$ cat src/verilog/reset_cause_map.vh
`ifndef RESET_CAUSE_MAP_VH
`define RESET_CAUSE_MAP_VH

// Word addresses on the register bus (byte address bits [3:2])
`define ADDR_CAUSE        2'h0
`define ADDR_SW_RESET_TRIGGER        2'h1
`define ADDR_NMICTL       2'h2
`define ADDR_UNLOCK       2'h3

// Unlock sequence keys, written in order to the unlock register
`define UNLOCK_KEY1       32'hAA996655
`define UNLOCK_KEY2       32'h556699AA

// Reset cause status field positions
`define CAUSE_IO_POR      31
`define CAUSE_CORE_POR    30
`define CAUSE_BOOT_CONFIG_VALUE_ERR    27
`define CAUSE_BOOT_CONFIG_VALUE_FAIL   26
`define CAUSE_NVM_LTA     25
`define CAUSE_NVM_EOL     24
`define CAUSE_BAT_POR     17
`define CAUSE_BAT_EXIT    16
`define CAUSE_DEEP_SLEEP  10
`define CAUSE_CFG_MISM    9
`define CAUSE_EXT_PIN     7
`define CAUSE_SW_RESET    6
`define CAUSE_DEADMAN     5
`define CAUSE_WATCHDOG    4
`define CAUSE_SLEEP       3
`define CAUSE_IDLE        2
`define CAUSE_BROWNOUT    1
`define CAUSE_POR         0
`define CAUSE_IMPL_MASK   32'hCF0306FF
`define CAUSE_RESET_VAL   32'h00000003

// Software reset trigger field
`define SW_RESET_TRIGGER_TRIG        0

// NMI control field positions
`define NMI_DEADMAN       25
`define NMI_WDT_RUN       24
`define NMI_SW_TRIG       23
`define NMI_GENERIC       19
`define NMI_LOW_VOLT      18
`define NMI_CLK_FAIL      17
`define NMI_WDT_SLEEP     16
`define NMI_CNT_MSB       15
`define NMI_FLAG_MASK     32'h030F0000
`define NMI_RESET_VAL     32'h00000000

`endif

$ cat src/verilog/reset_cause_and_nmi_control.v
// Behaviour
// - IO and core supply power-on events set bits 31 and 30.
// - Software writing one to a cause flag only sets the flag.
// - Primary boot config bad, secondary used: set bit 27.
// - Boot configuration failure sets bit 26.
// - NVM lifetime alert sets bit 25; end-of-life sets bit 24.
// - Battery-domain power-on sets bit 17; exit from battery sets bit 16.
// - Deep Sleep entry sets bit 10.
// - Mismatch, pin, software, deadman, watchdog resets set bits 9,7,6,5,4.
// - Sleep and idle wake flags; writing one invokes no mode.
// - Brown-out sets bit 1; power-on sets bit 0.
// - Supply, sleep, brown-out, power-on flags stay set until cleared.
// - Trigger and NMI control writes ignored unless unlock sequence done.
// - After trigger written, a read of trigger register issues system reset.
// - Writing one to software NMI bit raises an NMI; zero does nothing.
// - Deadman timeout or write sets bit 25, raises NMI, starts counter.
// - Watchdog run timeout or write sets bit 24, raises NMI, starts counter.
// - Generic event sets bit 19, low voltage sets bit 18, both raise NMI.
// - Clock failure sets bit 17 and raises NMI; write sets bit 17 and raises NMI, no counter.
// - Watchdog timeout in Sleep sets bit 16 and wakes; write raises NMI.
// - Counter loads reload field and decrements each clock; zero resets.
// - Clearing both counting NMI flags (bits 25 and 24) before zero abandons the count.
// - Reload of zero gives reset in the same cycle as the NMI.
`timescale 1ns/1ps
`default_nettype none
`include "reset_cause_map.vh"

module reset_cause_and_nmi_control (
	input  wire        CLOCK_IN,
	input  wire        RST_IN,
	input  wire        WB_CYC_IN,
	input  wire        WB_STB_IN,
	input  wire        WB_WE_IN,
	input  wire [3:0]  WB_ADR_IN,
	input  wire [3:0]  WB_SEL_IN,
	input  wire [31:0] WB_DAT_IN,
	output reg  [31:0] WB_DAT_OUT,
	output reg         WB_ACK_OUT,
	input  wire        IO_POR_EVT_IN,
	input  wire        CORE_POR_EVT_IN,
	input  wire        BOOT_CFG_ERR_EVT_IN,
	input  wire        BOOT_CFG_FAIL_EVT_IN,
	input  wire        NVM_LTA_EVT_IN,
	input  wire        NVM_EOL_EVT_IN,
	input  wire        BAT_POR_EVT_IN,
	input  wire        BAT_EXIT_EVT_IN,
	input  wire        DEEP_SLEEP_EVT_IN,
	input  wire        CFG_MISMATCH_EVT_IN,
	input  wire        EXT_PIN_RESET_EVT_IN,
	input  wire        DEADMAN_RESET_EVT_IN,
	input  wire        WATCHDOG_RESET_EVT_IN,
	input  wire        SLEEP_WAKE_EVT_IN,
	input  wire        IDLE_WAKE_EVT_IN,
	input  wire        BROWNOUT_EVT_IN,
	input  wire        POR_EVT_IN,
	input  wire        DEADMAN_NMI_EVT_IN,
	input  wire        WDT_RUN_NMI_EVT_IN,
	input  wire        GENERIC_NMI_EVT_IN,
	input  wire        LOW_VOLT_EVT_IN,
	input  wire        CLK_FAIL_EVT_IN,
	input  wire        WDT_SLEEP_EVT_IN,
	output reg         NMI_REQ_OUT,
	output reg         SW_NMI_PULSE_OUT,
	output reg         SLEEP_WAKE_OUT,
	output reg         SYS_RESET_OUT,
	output reg         SW_RESET_OUT,
	output reg         NMI_RESET_OUT,
	output reg         UNLOCKED_OUT
);

	reg  [31:0] cause;
	reg  [31:0] nmi_ctl;
	reg         sw_reset_trigger_armed;
	reg  [1:0]  unlock_state;
	reg  [15:0] nmi_count;
	reg         count_run;
	reg  [31:0] next_cause;
	reg  [31:0] next_nmi;
	reg  [31:0] wmask;
	reg  [31:0] hw_cause;
	reg  [31:0] rdata;

	localparam [1:0] UL_IDLE = 2'h0;
	localparam [1:0] UL_KEY1 = 2'h1;
	localparam [1:0] UL_OPEN = 2'h2;

	wire        req     = WB_CYC_IN & WB_STB_IN & ~WB_ACK_OUT;
	wire        wr      = req & WB_WE_IN;
	wire        rd      = req & ~WB_WE_IN;
	wire [1:0]  widx    = WB_ADR_IN[3:2];
	wire        open_ok = (unlock_state == UL_OPEN);
	wire        ctl_wr  = wr & (widx == `ADDR_NMICTL) & open_ok;
	wire        rst_wr  = wr & (widx == `ADDR_SW_RESET_TRIGGER) & open_ok;
	wire [31:0] wdata   = WB_DAT_IN & wmask;
	// Counting sources: deadman or watchdog-run flags, hardware or written
	wire        cnt_src = nmi_ctl[`NMI_DEADMAN] | nmi_ctl[`NMI_WDT_RUN];
	wire        cnt_new = (DEADMAN_NMI_EVT_IN & ~nmi_ctl[`NMI_DEADMAN])
		| (WDT_RUN_NMI_EVT_IN & ~nmi_ctl[`NMI_WDT_RUN])
		| (ctl_wr & wdata[`NMI_DEADMAN] & ~nmi_ctl[`NMI_DEADMAN])
		| (ctl_wr & wdata[`NMI_WDT_RUN] & ~nmi_ctl[`NMI_WDT_RUN]);
	wire        sw_nmi  = ctl_wr & wdata[`NMI_SW_TRIG];

	// Byte lane mask from the select lines
	always @* begin
		wmask = {{8{WB_SEL_IN[3]}}, {8{WB_SEL_IN[2]}}, {8{WB_SEL_IN[1]}}, {8{WB_SEL_IN[0]}}};
	end

	// Hardware event vector aligned to the cause register layout
	always @* begin
		hw_cause = 32'h00000000;
		hw_cause[`CAUSE_IO_POR]     = IO_POR_EVT_IN;
		hw_cause[`CAUSE_CORE_POR]   = CORE_POR_EVT_IN;
		hw_cause[`CAUSE_BOOT_CONFIG_VALUE_ERR]   = BOOT_CFG_ERR_EVT_IN;
		hw_cause[`CAUSE_BOOT_CONFIG_VALUE_FAIL]  = BOOT_CFG_FAIL_EVT_IN;
		hw_cause[`CAUSE_NVM_LTA]    = NVM_LTA_EVT_IN;
		hw_cause[`CAUSE_NVM_EOL]    = NVM_EOL_EVT_IN;
		hw_cause[`CAUSE_BAT_POR]    = BAT_POR_EVT_IN;
		hw_cause[`CAUSE_BAT_EXIT]   = BAT_EXIT_EVT_IN;
		hw_cause[`CAUSE_DEEP_SLEEP] = DEEP_SLEEP_EVT_IN;
		hw_cause[`CAUSE_CFG_MISM]   = CFG_MISMATCH_EVT_IN;
		hw_cause[`CAUSE_EXT_PIN]    = EXT_PIN_RESET_EVT_IN;
		hw_cause[`CAUSE_SW_RESET]   = SW_RESET_OUT;
		hw_cause[`CAUSE_DEADMAN]    = DEADMAN_RESET_EVT_IN;
		hw_cause[`CAUSE_WATCHDOG]   = WATCHDOG_RESET_EVT_IN;
		hw_cause[`CAUSE_SLEEP]      = SLEEP_WAKE_EVT_IN;
		hw_cause[`CAUSE_IDLE]       = IDLE_WAKE_EVT_IN;
		hw_cause[`CAUSE_BROWNOUT]   = BROWNOUT_EVT_IN;
		hw_cause[`CAUSE_POR]        = POR_EVT_IN;
	end

	// Cause register: writes store only, hardware set wins over a clear
	always @* begin
		next_cause = cause;
		if (wr && widx == `ADDR_CAUSE)
			next_cause = (cause & ~wmask) | wdata;
		next_cause = (next_cause | hw_cause) & `CAUSE_IMPL_MASK;
	end

	// NMI control: flags set by events or written ones, count field stored
	always @* begin
		next_nmi = nmi_ctl;
		if (ctl_wr)
			next_nmi = (nmi_ctl & ~wmask) | wdata;
		next_nmi[`NMI_SW_TRIG] = 1'b0;
		if (DEADMAN_NMI_EVT_IN)
			next_nmi[`NMI_DEADMAN] = 1'b1;
		if (WDT_RUN_NMI_EVT_IN)
			next_nmi[`NMI_WDT_RUN] = 1'b1;
		if (GENERIC_NMI_EVT_IN)
			next_nmi[`NMI_GENERIC] = 1'b1;
		if (LOW_VOLT_EVT_IN)
			next_nmi[`NMI_LOW_VOLT] = 1'b1;
		if (CLK_FAIL_EVT_IN)
			next_nmi[`NMI_CLK_FAIL] = 1'b1;
		if (WDT_SLEEP_EVT_IN)
			next_nmi[`NMI_WDT_SLEEP] = 1'b1;
		next_nmi = next_nmi & (`NMI_FLAG_MASK | 32'h0000FFFF);
	end

	// Read data mux; trigger register reads back as zero
	always @* begin
		case (widx)
			`ADDR_CAUSE:  rdata = cause;
			`ADDR_NMICTL: rdata = nmi_ctl;
			`ADDR_UNLOCK: rdata = {31'h00000000, open_ok};
			default:      rdata = 32'h00000000;
		endcase
	end

	// Bus slave: one wait-free ack per request
	always @(posedge CLOCK_IN or posedge RST_IN) begin
		if (RST_IN) begin
			WB_ACK_OUT <= 1'b0;
			WB_DAT_OUT <= 32'h00000000;
		end else begin
			WB_ACK_OUT <= req;
			if (rd)
				WB_DAT_OUT <= rdata;
		end
	end

	// Unlock sequencer: two keys open writes; any trigger or control write relocks
	always @(posedge CLOCK_IN or posedge RST_IN) begin
		if (RST_IN) begin
			unlock_state <= UL_IDLE;
		end else if (wr && widx == `ADDR_UNLOCK) begin
			case (unlock_state)
				UL_IDLE: unlock_state <= (WB_DAT_IN == `UNLOCK_KEY1) ? UL_KEY1 : UL_IDLE;
				UL_KEY1: unlock_state <= (WB_DAT_IN == `UNLOCK_KEY2) ? UL_OPEN : UL_IDLE;
				UL_OPEN: unlock_state <= UL_IDLE;
				default: unlock_state <= UL_IDLE;
			endcase
		end else if (wr && (widx == `ADDR_SW_RESET_TRIGGER || widx == `ADDR_NMICTL)) begin
			unlock_state <= UL_IDLE;
		end else if (unlock_state == UL_KEY1 && wr) begin
			unlock_state <= UL_IDLE;
		end
	end

	// Registers, software reset trigger and NMI reset counter
	always @(posedge CLOCK_IN or posedge RST_IN) begin
		if (RST_IN) begin
			cause            <= `CAUSE_RESET_VAL;
			nmi_ctl          <= `NMI_RESET_VAL;
			sw_reset_trigger_armed      <= 1'b0;
			nmi_count        <= 16'h0000;
			count_run        <= 1'b0;
			NMI_REQ_OUT      <= 1'b0;
			SW_NMI_PULSE_OUT <= 1'b0;
			SLEEP_WAKE_OUT   <= 1'b0;
			SYS_RESET_OUT    <= 1'b0;
			SW_RESET_OUT     <= 1'b0;
			NMI_RESET_OUT    <= 1'b0;
			UNLOCKED_OUT     <= 1'b0;
		end else begin
			cause        <= next_cause;
			nmi_ctl      <= next_nmi;
			UNLOCKED_OUT <= open_ok;
			// Armed trigger fires a reset on any read of its register
			if (rst_wr && WB_SEL_IN[0] && WB_DAT_IN[`SW_RESET_TRIGGER_TRIG])
				sw_reset_trigger_armed <= 1'b1;
			else if (rd && widx == `ADDR_SW_RESET_TRIGGER && sw_reset_trigger_armed)
				sw_reset_trigger_armed <= 1'b0;
			SW_RESET_OUT <= rd && widx == `ADDR_SW_RESET_TRIGGER && sw_reset_trigger_armed;
			// Single NMI request for any flag, plus a pulse for software NMI
			NMI_REQ_OUT      <= |(next_nmi & `NMI_FLAG_MASK) | sw_nmi;
			SW_NMI_PULSE_OUT <= sw_nmi;
			SLEEP_WAKE_OUT   <= WDT_SLEEP_EVT_IN;
			// Reset counter: load on a new counting source, abandon on clear
			NMI_RESET_OUT <= 1'b0;
			// Reload taken from the value being stored, so a write that sets
			// the flag and the reload together counts with the new reload
			if (cnt_new && !count_run) begin
				nmi_count <= next_nmi[`NMI_CNT_MSB:0];
				count_run <= (next_nmi[`NMI_CNT_MSB:0] != 16'h0000);
				if (next_nmi[`NMI_CNT_MSB:0] == 16'h0000)
					NMI_RESET_OUT <= 1'b1;
			end else if (count_run) begin
				if (!cnt_src) begin
					count_run <= 1'b0;
				end else if (nmi_count == 16'h0001) begin
					nmi_count     <= 16'h0000;
					count_run     <= 1'b0;
					NMI_RESET_OUT <= 1'b1;
				end else begin
					nmi_count <= nmi_count - 16'h0001;
				end
			end
			SYS_RESET_OUT <= (rd && widx == `ADDR_SW_RESET_TRIGGER && sw_reset_trigger_armed)
				| (count_run && cnt_src && nmi_count == 16'h0001)
				| (cnt_new && !count_run && next_nmi[`NMI_CNT_MSB:0] == 16'h0000);
		end
	end

endmodule // reset_cause_and_nmi_control
`default_nettype wire

$ cat config.mk
export PLATFORM = sky130hd
export DESIGN_NAME = reset_cause_and_nmi_control
export DESIGN_NICKNAME = d
export VERILOG_FILES = /design/src/verilog/reset_cause_and_nmi_control.v
export VERILOG_INCLUDE_DIRS = /design/src /design/src/verilog
export SDC_FILE = /design/constraint.sdc
export NUM_CORES = 1
export LEC_CHECK = 0
export BUFFER_PORTS_ARGS = -buffer_cell sky130_fd_sc_hd__buf_2
export CORE_UTILIZATION = 58
export DETAILED_ROUTE_END_ITERATION = 8
export GPL_ROUTABILITY_DRIVEN = 0
export PLACE_DENSITY = 0.85
export SYNTH_ARGS = -nofsm -noshare
export SYNTH_HDL_FRONTEND = slang
export SYNTH_SLANG_ARGS = --single-unit
$ cat constraint.sdc
create_clock -name CLOCK_IN -period 6.34 [get_ports CLOCK_IN]
set_clock_uncertainty 0.2 [all_clocks]
set_input_delay 0.951 -clock CLOCK_IN [delete_from_list [all_inputs] [get_ports CLOCK_IN]]
set_output_delay 0.951 -clock CLOCK_IN [all_outputs]
set_load 0.02 [all_outputs]
Word level (Yosys, flattened, before mapping). Cells that the tools add are included.

$add $sub $neg: 1. Mux-type cells: 30. Bitwise logic cells: 33. Reductions and logical operators: 24. Eq/ne operators: 8.

Operators with widths (number): $pmux W32 S3 (1); $and A32 B32 Y32 (2); $mux W16 (4); $or A32 B32 Y32 (2); $eq A32 B31 Y1 const B (1); $eq A32 B32 Y1 const B (1); $mux W32 (1); $not A32 Y32 (1); $and A26 B26 Y26 (1); $mux W26 (1); $or A26 B26 Y26 (1); $mux W1 (18); $eq A16 B1 Y1 const B (1); $logic_not A16 Y1 (1); $reduce_bool A16 Y1 (1); $sub A16 B1 Y16 const B (1); $and A1 B1 Y1 (15); $logic_and A1 B1 Y1 (12); $mux W2 (4); $or A1 B1 Y1 (7); $eq A2 B2 Y1 const B (3); $reduce_bool A2 Y1 (3); $reduce_or A6 Y1 (1); $eq A2 B1 Y1 const B (2); 7 further kinds (11).

Logic and storage cells: 111. Bits of input ports: 68. Bits in registers: 100. Output and inout bits: 40.

Logic depth before layout (Yosys ltp).
Word-level depth: 12. Depth in mapped cells: 9. Depth with buffers taken out: 7.

Worst setup path after synthesis. Ideal clock, no wire load.

Path kind: input to register. Start point: input WB_ADR_IN[2]. End point: register count_run. Library setup time: 124 ps. Required time: 6016 ps. Setup slack: 3517 ps. Stages: 9. Data arrival time: 2499 ps. Buffers on the path: 2. Path through: inv_1 -> ha_1 -> and3b_1 -> buf_4 -> and3_1 -> buf_6 -> nor4_1 -> o22ai_1 -> o31a_1.

Longest elaborated chain between the ends: 9. Elaborated cells on any way between the ends: 13. Those cells by class: eq/ne: 1; mux: 2; bitwise: 8; reduce/logical: 2.

RTL lines: start, declared (line reset_cause_and_nmi_control.v:34) `input wire [3:0] WB_ADR_IN,`; $eq A2 B2 Y1 (*); $and A1 B1 Y1 (*) (2 in a row) (line reset_cause_and_nmi_control.v:92) `` wire ctl_wr = wr & (widx == `ADDR_NMICTL) & open_ok; ``; $and A1 B1 Y1 (2 in a row) (line reset_cause_and_nmi_control.v:99) `` | (ctl_wr & wdata[`NMI_DEADMAN] & ~nmi_ctl[`NMI_DEADMAN]) ``; $or A1 B1 Y1 (2 in a row) (line reset_cause_and_nmi_control.v:97) `` wire cnt_new = (DEADMAN_NMI_EVT_IN & ~nmi_ctl[`NMI_DEADMAN]) ``; $logic_and A1 B1 Y1 (line reset_cause_and_nmi_control.v:233) `if (cnt_new && !count_run) begin`; $mux W1 (*) (line reset_cause_and_nmi_control.v:233); end signal, assigned (line reset_cause_and_nmi_control.v:235) `` count_run <= (next_nmi[`NMI_CNT_MSB:0] != 16'h0000); ``; end, declared (line reset_cause_and_nmi_control.v:76) `reg count_run;`.

Mark *: on every way between the ends. The rest lies on a longest branch, timed or not. A chain may end at the register's enable or synchronous reset.

Worst setup path in the final report. Ends and elaborated chain as after synthesis.

==> results.sh <==
export IMPL_status="complete, no violations"
export IMPL_vias=4143
export IMPL_fin_crit_sh_pct=59.66
export IMPL_holdBufCountCts=0
export IMPL_place_hpwl_um=9215
export IMPL_worstSetupStartpointType="input port"
export IMPL_slowest_stage="ha_1"
export IMPL_worstPathRequired_ps=6400
export IMPL_drtAntennaViolNets=0
export IMPL_h_tree_depth=3
export IMPL_fillerInstances=622
export IMPL_dr_pass1_iters=5
export IMPL_crit_type="in2reg"
export IMPL_clk_latency_ps=380
export IMPL_die_w_um=91.92
export IMPL_die_h_um=91.92
export IMPL_whs_path_depth=1
export IMPL_drt_total_wl_um=12270
export IMPL_ios=108
export IMPL_maxCapViolations=0
export IMPL_final_common_cell="buf_2"
export IMPL_portBuffers=99
export IMPL_ir_drop_mv=0.1155
export IMPL_syn_area_per_cell_sq_um=9.893
export IMPL_ctsResizeCount=0
export IMPL_tightest_slew_ps=855.1
export IMPL_hp_class="reg2reg"
export IMPL_die_area_sq_mm=0.008449
export IMPL_yosys_most_used_dff="dfrtp_1"
export IMPL_critPathMaxFanout=24
export IMPL_ff2ff_path_depth=5
export IMPL_hp_start="WB_ACK_OUT"
export IMPL_drt_iter0_drc=298
export IMPL_rr_endpoint="count_run"
export IMPL_drc=0
export IMPL_grt_pass1_vias=3976
export IMPL_ys_warnings_count=0
export IMPL_slew_viol_final=0
export IMPL_period_needed_ps=3783
export IMPL_cts_buffers=9
export IMPL_fp_coreArea_sq_mm=0.007767
export IMPL_layout_common_cells="buf_2, dfrtp_1, nand2_1"
export IMPL_floorplan_rows=32
export IMPL_clk_pin_slew_ps=90
export IMPL_slew_headroom_pct=42.99
export IMPL_p_total_uw=1131
export IMPL_tns_ps=0
export IMPL_grt_max_degree=70
export IMPL_nNetsFinal=639
export IMPL_p_leak_uw=0.002537
export IMPL_cts_sinks=94
export IMPL_powerDensity_mw_per_mm2=210.4
export IMPL_cts_setup_buffers=0
export IMPL_grt_pass1_wl_um=20110
export IMPL_initial_core_util_pct=60.37
export IMPL_max_freq_mhz=264.4
export IMPL_rsz0062_at_grt="no"
export IMPL_worstSetupEndpointType="flip-flop"
export IMPL_synth_edf_count=0
export IMPL_routedWlPerCell_um=18.28
export IMPL_yosys_register_bits=94
export IMPL_r2r_slack_ps=3540
export IMPL_worstHoldEndpoint="WB_ACK_OUT"
export IMPL_grt_overflow=0
export IMPL_async_flop_share_pct=100.0
export IMPL_crit_chain="buf_2 > inv_1 > ha_1 > and3b_1 > and3_1 > mux2i_1 > nand4_1 > o31a_1"
export IMPL_antenna_found_initial=0
export IMPL_post_synth_inst_count=474
export IMPL_hold_viol_final=0
export IMPL_layout_drive_gt1_share_pct=24.43
export IMPL_clk_path_buf_depth=2
export IMPL_postLayoutCoreUtil_pct=69.22
export IMPL_area_growth_pct=14.65
export IMPL_setup_viol=0
export IMPL_syn_cell_area_sq_mm=0.004689
export IMPL_grt_usage_pct=30.94
export IMPL_timing_rr_start="WB_ACK_OUT"
export IMPL_synth_cell_types=59
export IMPL_cts_tree="built"
export IMPL_yosysSeqAreaShare_pct=50.21
export IMPL_antenna_cells=0
export IMPL_crit_arrival_ps=3840
export IMPL_root_buffer="clkbuf_8"
export IMPL_post_drt_via_cell_ratio=6.174
export IMPL_slowest_delay_ps=720
[metrics by stage]
step                      hold WS [ps]  instance area (sq um)  worst slack (ps)  std cells
final                            280.0                   5376              2557        671
after global routing             296.9                   5376              2316        671
after CTS                        282.6                   5376              2584        671
after detailed placement         263.4                   5202              2204        655
after global placement           253.3                   5202              2328        655
after floorplan                  254.7                   4708              2744        479
[cells in the mapped netlist (all sizes together), types with 3 or more instances]
| cell | number | share of area [%] |
|---|---|---|
| inv | 17 | 1.4 |
| a211o | 6 | 1.1 |
| o31ai | 20 | 3.2 |
| mux2i | 5 | 1.1 |
| nor3b | 3 | 0.48 |
| o31a | 3 | 0.56 |
| a21oi | 10 | 1.1 |
| and4b | 3 | 0.64 |
| nor2 | 16 | 1.3 |
| and3 | 12 | 1.6 |
| clkbuf | 13 | 1.0 |
| o21ai | 23 | 2.5 |
| ha | 7 | 1.9 |
| nand4b | 5 | 0.93 |
| dfrtp | 92 | 49 |
| nor4 | 7 | 0.93 |
| a22oi | 17 | 2.7 |
| a31oi | 3 | 0.40 |
| nand3b | 14 | 2.2 |
| a221o | 5 | 1.1 |
| mux2 | 13 | 3.1 |
| buf | 15 | 2.2 |
| nand2b | 5 | 0.67 |
| or3 | 5 | 0.67 |
| nand2 | 89 | 7.2 |
| nand3 | 7 | 0.96 |
| nor4bb | 3 | 0.64 |
| and2 | 3 | 0.40 |
| nor3 | 12 | 1.4 |
| nand4 | 9 | 1.2 |
| or4 | 3 | 0.48 |
[state kept, by name, summed over array words and instances (netlist names)]
signal                  count
count_run                   1
NMI_REQ_OUT                 1
SW_RESET_OUT                1
nmi_ctl                    22
nmi_count                  16
sw_reset_trigger_armed      1
cause                      18
NMI_RESET_OUT               1
SYS_RESET_OUT               1
unlock_state                2
WB_ACK_OUT                  1
SW_NMI_PULSE_OUT            1
UNLOCKED_OUT                1
WB_DAT_OUT                 26
SLEEP_WAKE_OUT              1
[critical path: cells and delay by family]
family / cells / cell delay [ps]
simple gates: 3 / 1220
fa+ha+maj: 1 / 720
mux: 1 / 430
compound gates: 1 / 310
buf+inv: 2 / 210
[where the power goes]
group          internal [uW]  total [uW]  switching, uW  leakage, uW
clock                    145         365            220    0.0000833
combinational           46.3         136           89.7      0.00134
sequential               620         630           10.4      0.00112
total                    811        1130            320      0.00254
[layout make-up]
cell class | count | area (sq um) | share of cell area (%)
flip-flops and latches | 94 | 2355 | 43.80
clock inverters | 6 | 46.29 | 0.8611
inverters | 17 | 65.06 | 1.210
clock buffers | 10 | 127.6 | 2.374
well taps | 102 | 127.6 | 2.374
multi-input cells | 340 | 2137 | 39.75
repair buffers | 102 | 518.0 | 9.635
[layer usage]
metal	up-vias	track usage [%]	part of all wire, %
met5	-	0	0
met1	2022	41.76	42
met4	0	14.06	2.8
met2	189	50.19	49
met3	36	3.731	6.9
li1	1896	-	-
[how the worst max path moves through the flow]
stage / start / end / slack, ps / cells past startpoint
final: WB_ADR_IN[2] / count_run / 2560 / 8
after CTS: WB_ADR_IN[2] / count_run / 2580 / 8
after global placement: WB_ADR_IN[2] / count_run / 2330 / 8
after global routing: WB_ADR_IN[2] / count_run / 2320 / 8
after floorplan: RST_IN / NMI_REQ_OUT / 2740 / 1
after detailed placement: WB_ADR_IN[2] / count_run / 2200 / 8
[cells by family (layout without fill, tap and decap cells)]
group / Yosys count / in the layout / synth area share, %
buffers and inverters: 45 / 135 / 4.616
XOR/XNOR: 3 / 3 / 0.5604
flip-flops: 94 / 94 / 50.21
adder cells (fa/ha/maj): 7 / 7 / 1.868
other: 1 / 6 / 0.07997
AO/OA/AOI/OAI: 101 / 101 / 15.21
multiplexers: 18 / 18 / 4.189
AND/OR/NAND/NOR: 205 / 205 / 23.27
No activity file was read; power rests on OpenSTA's default activity.
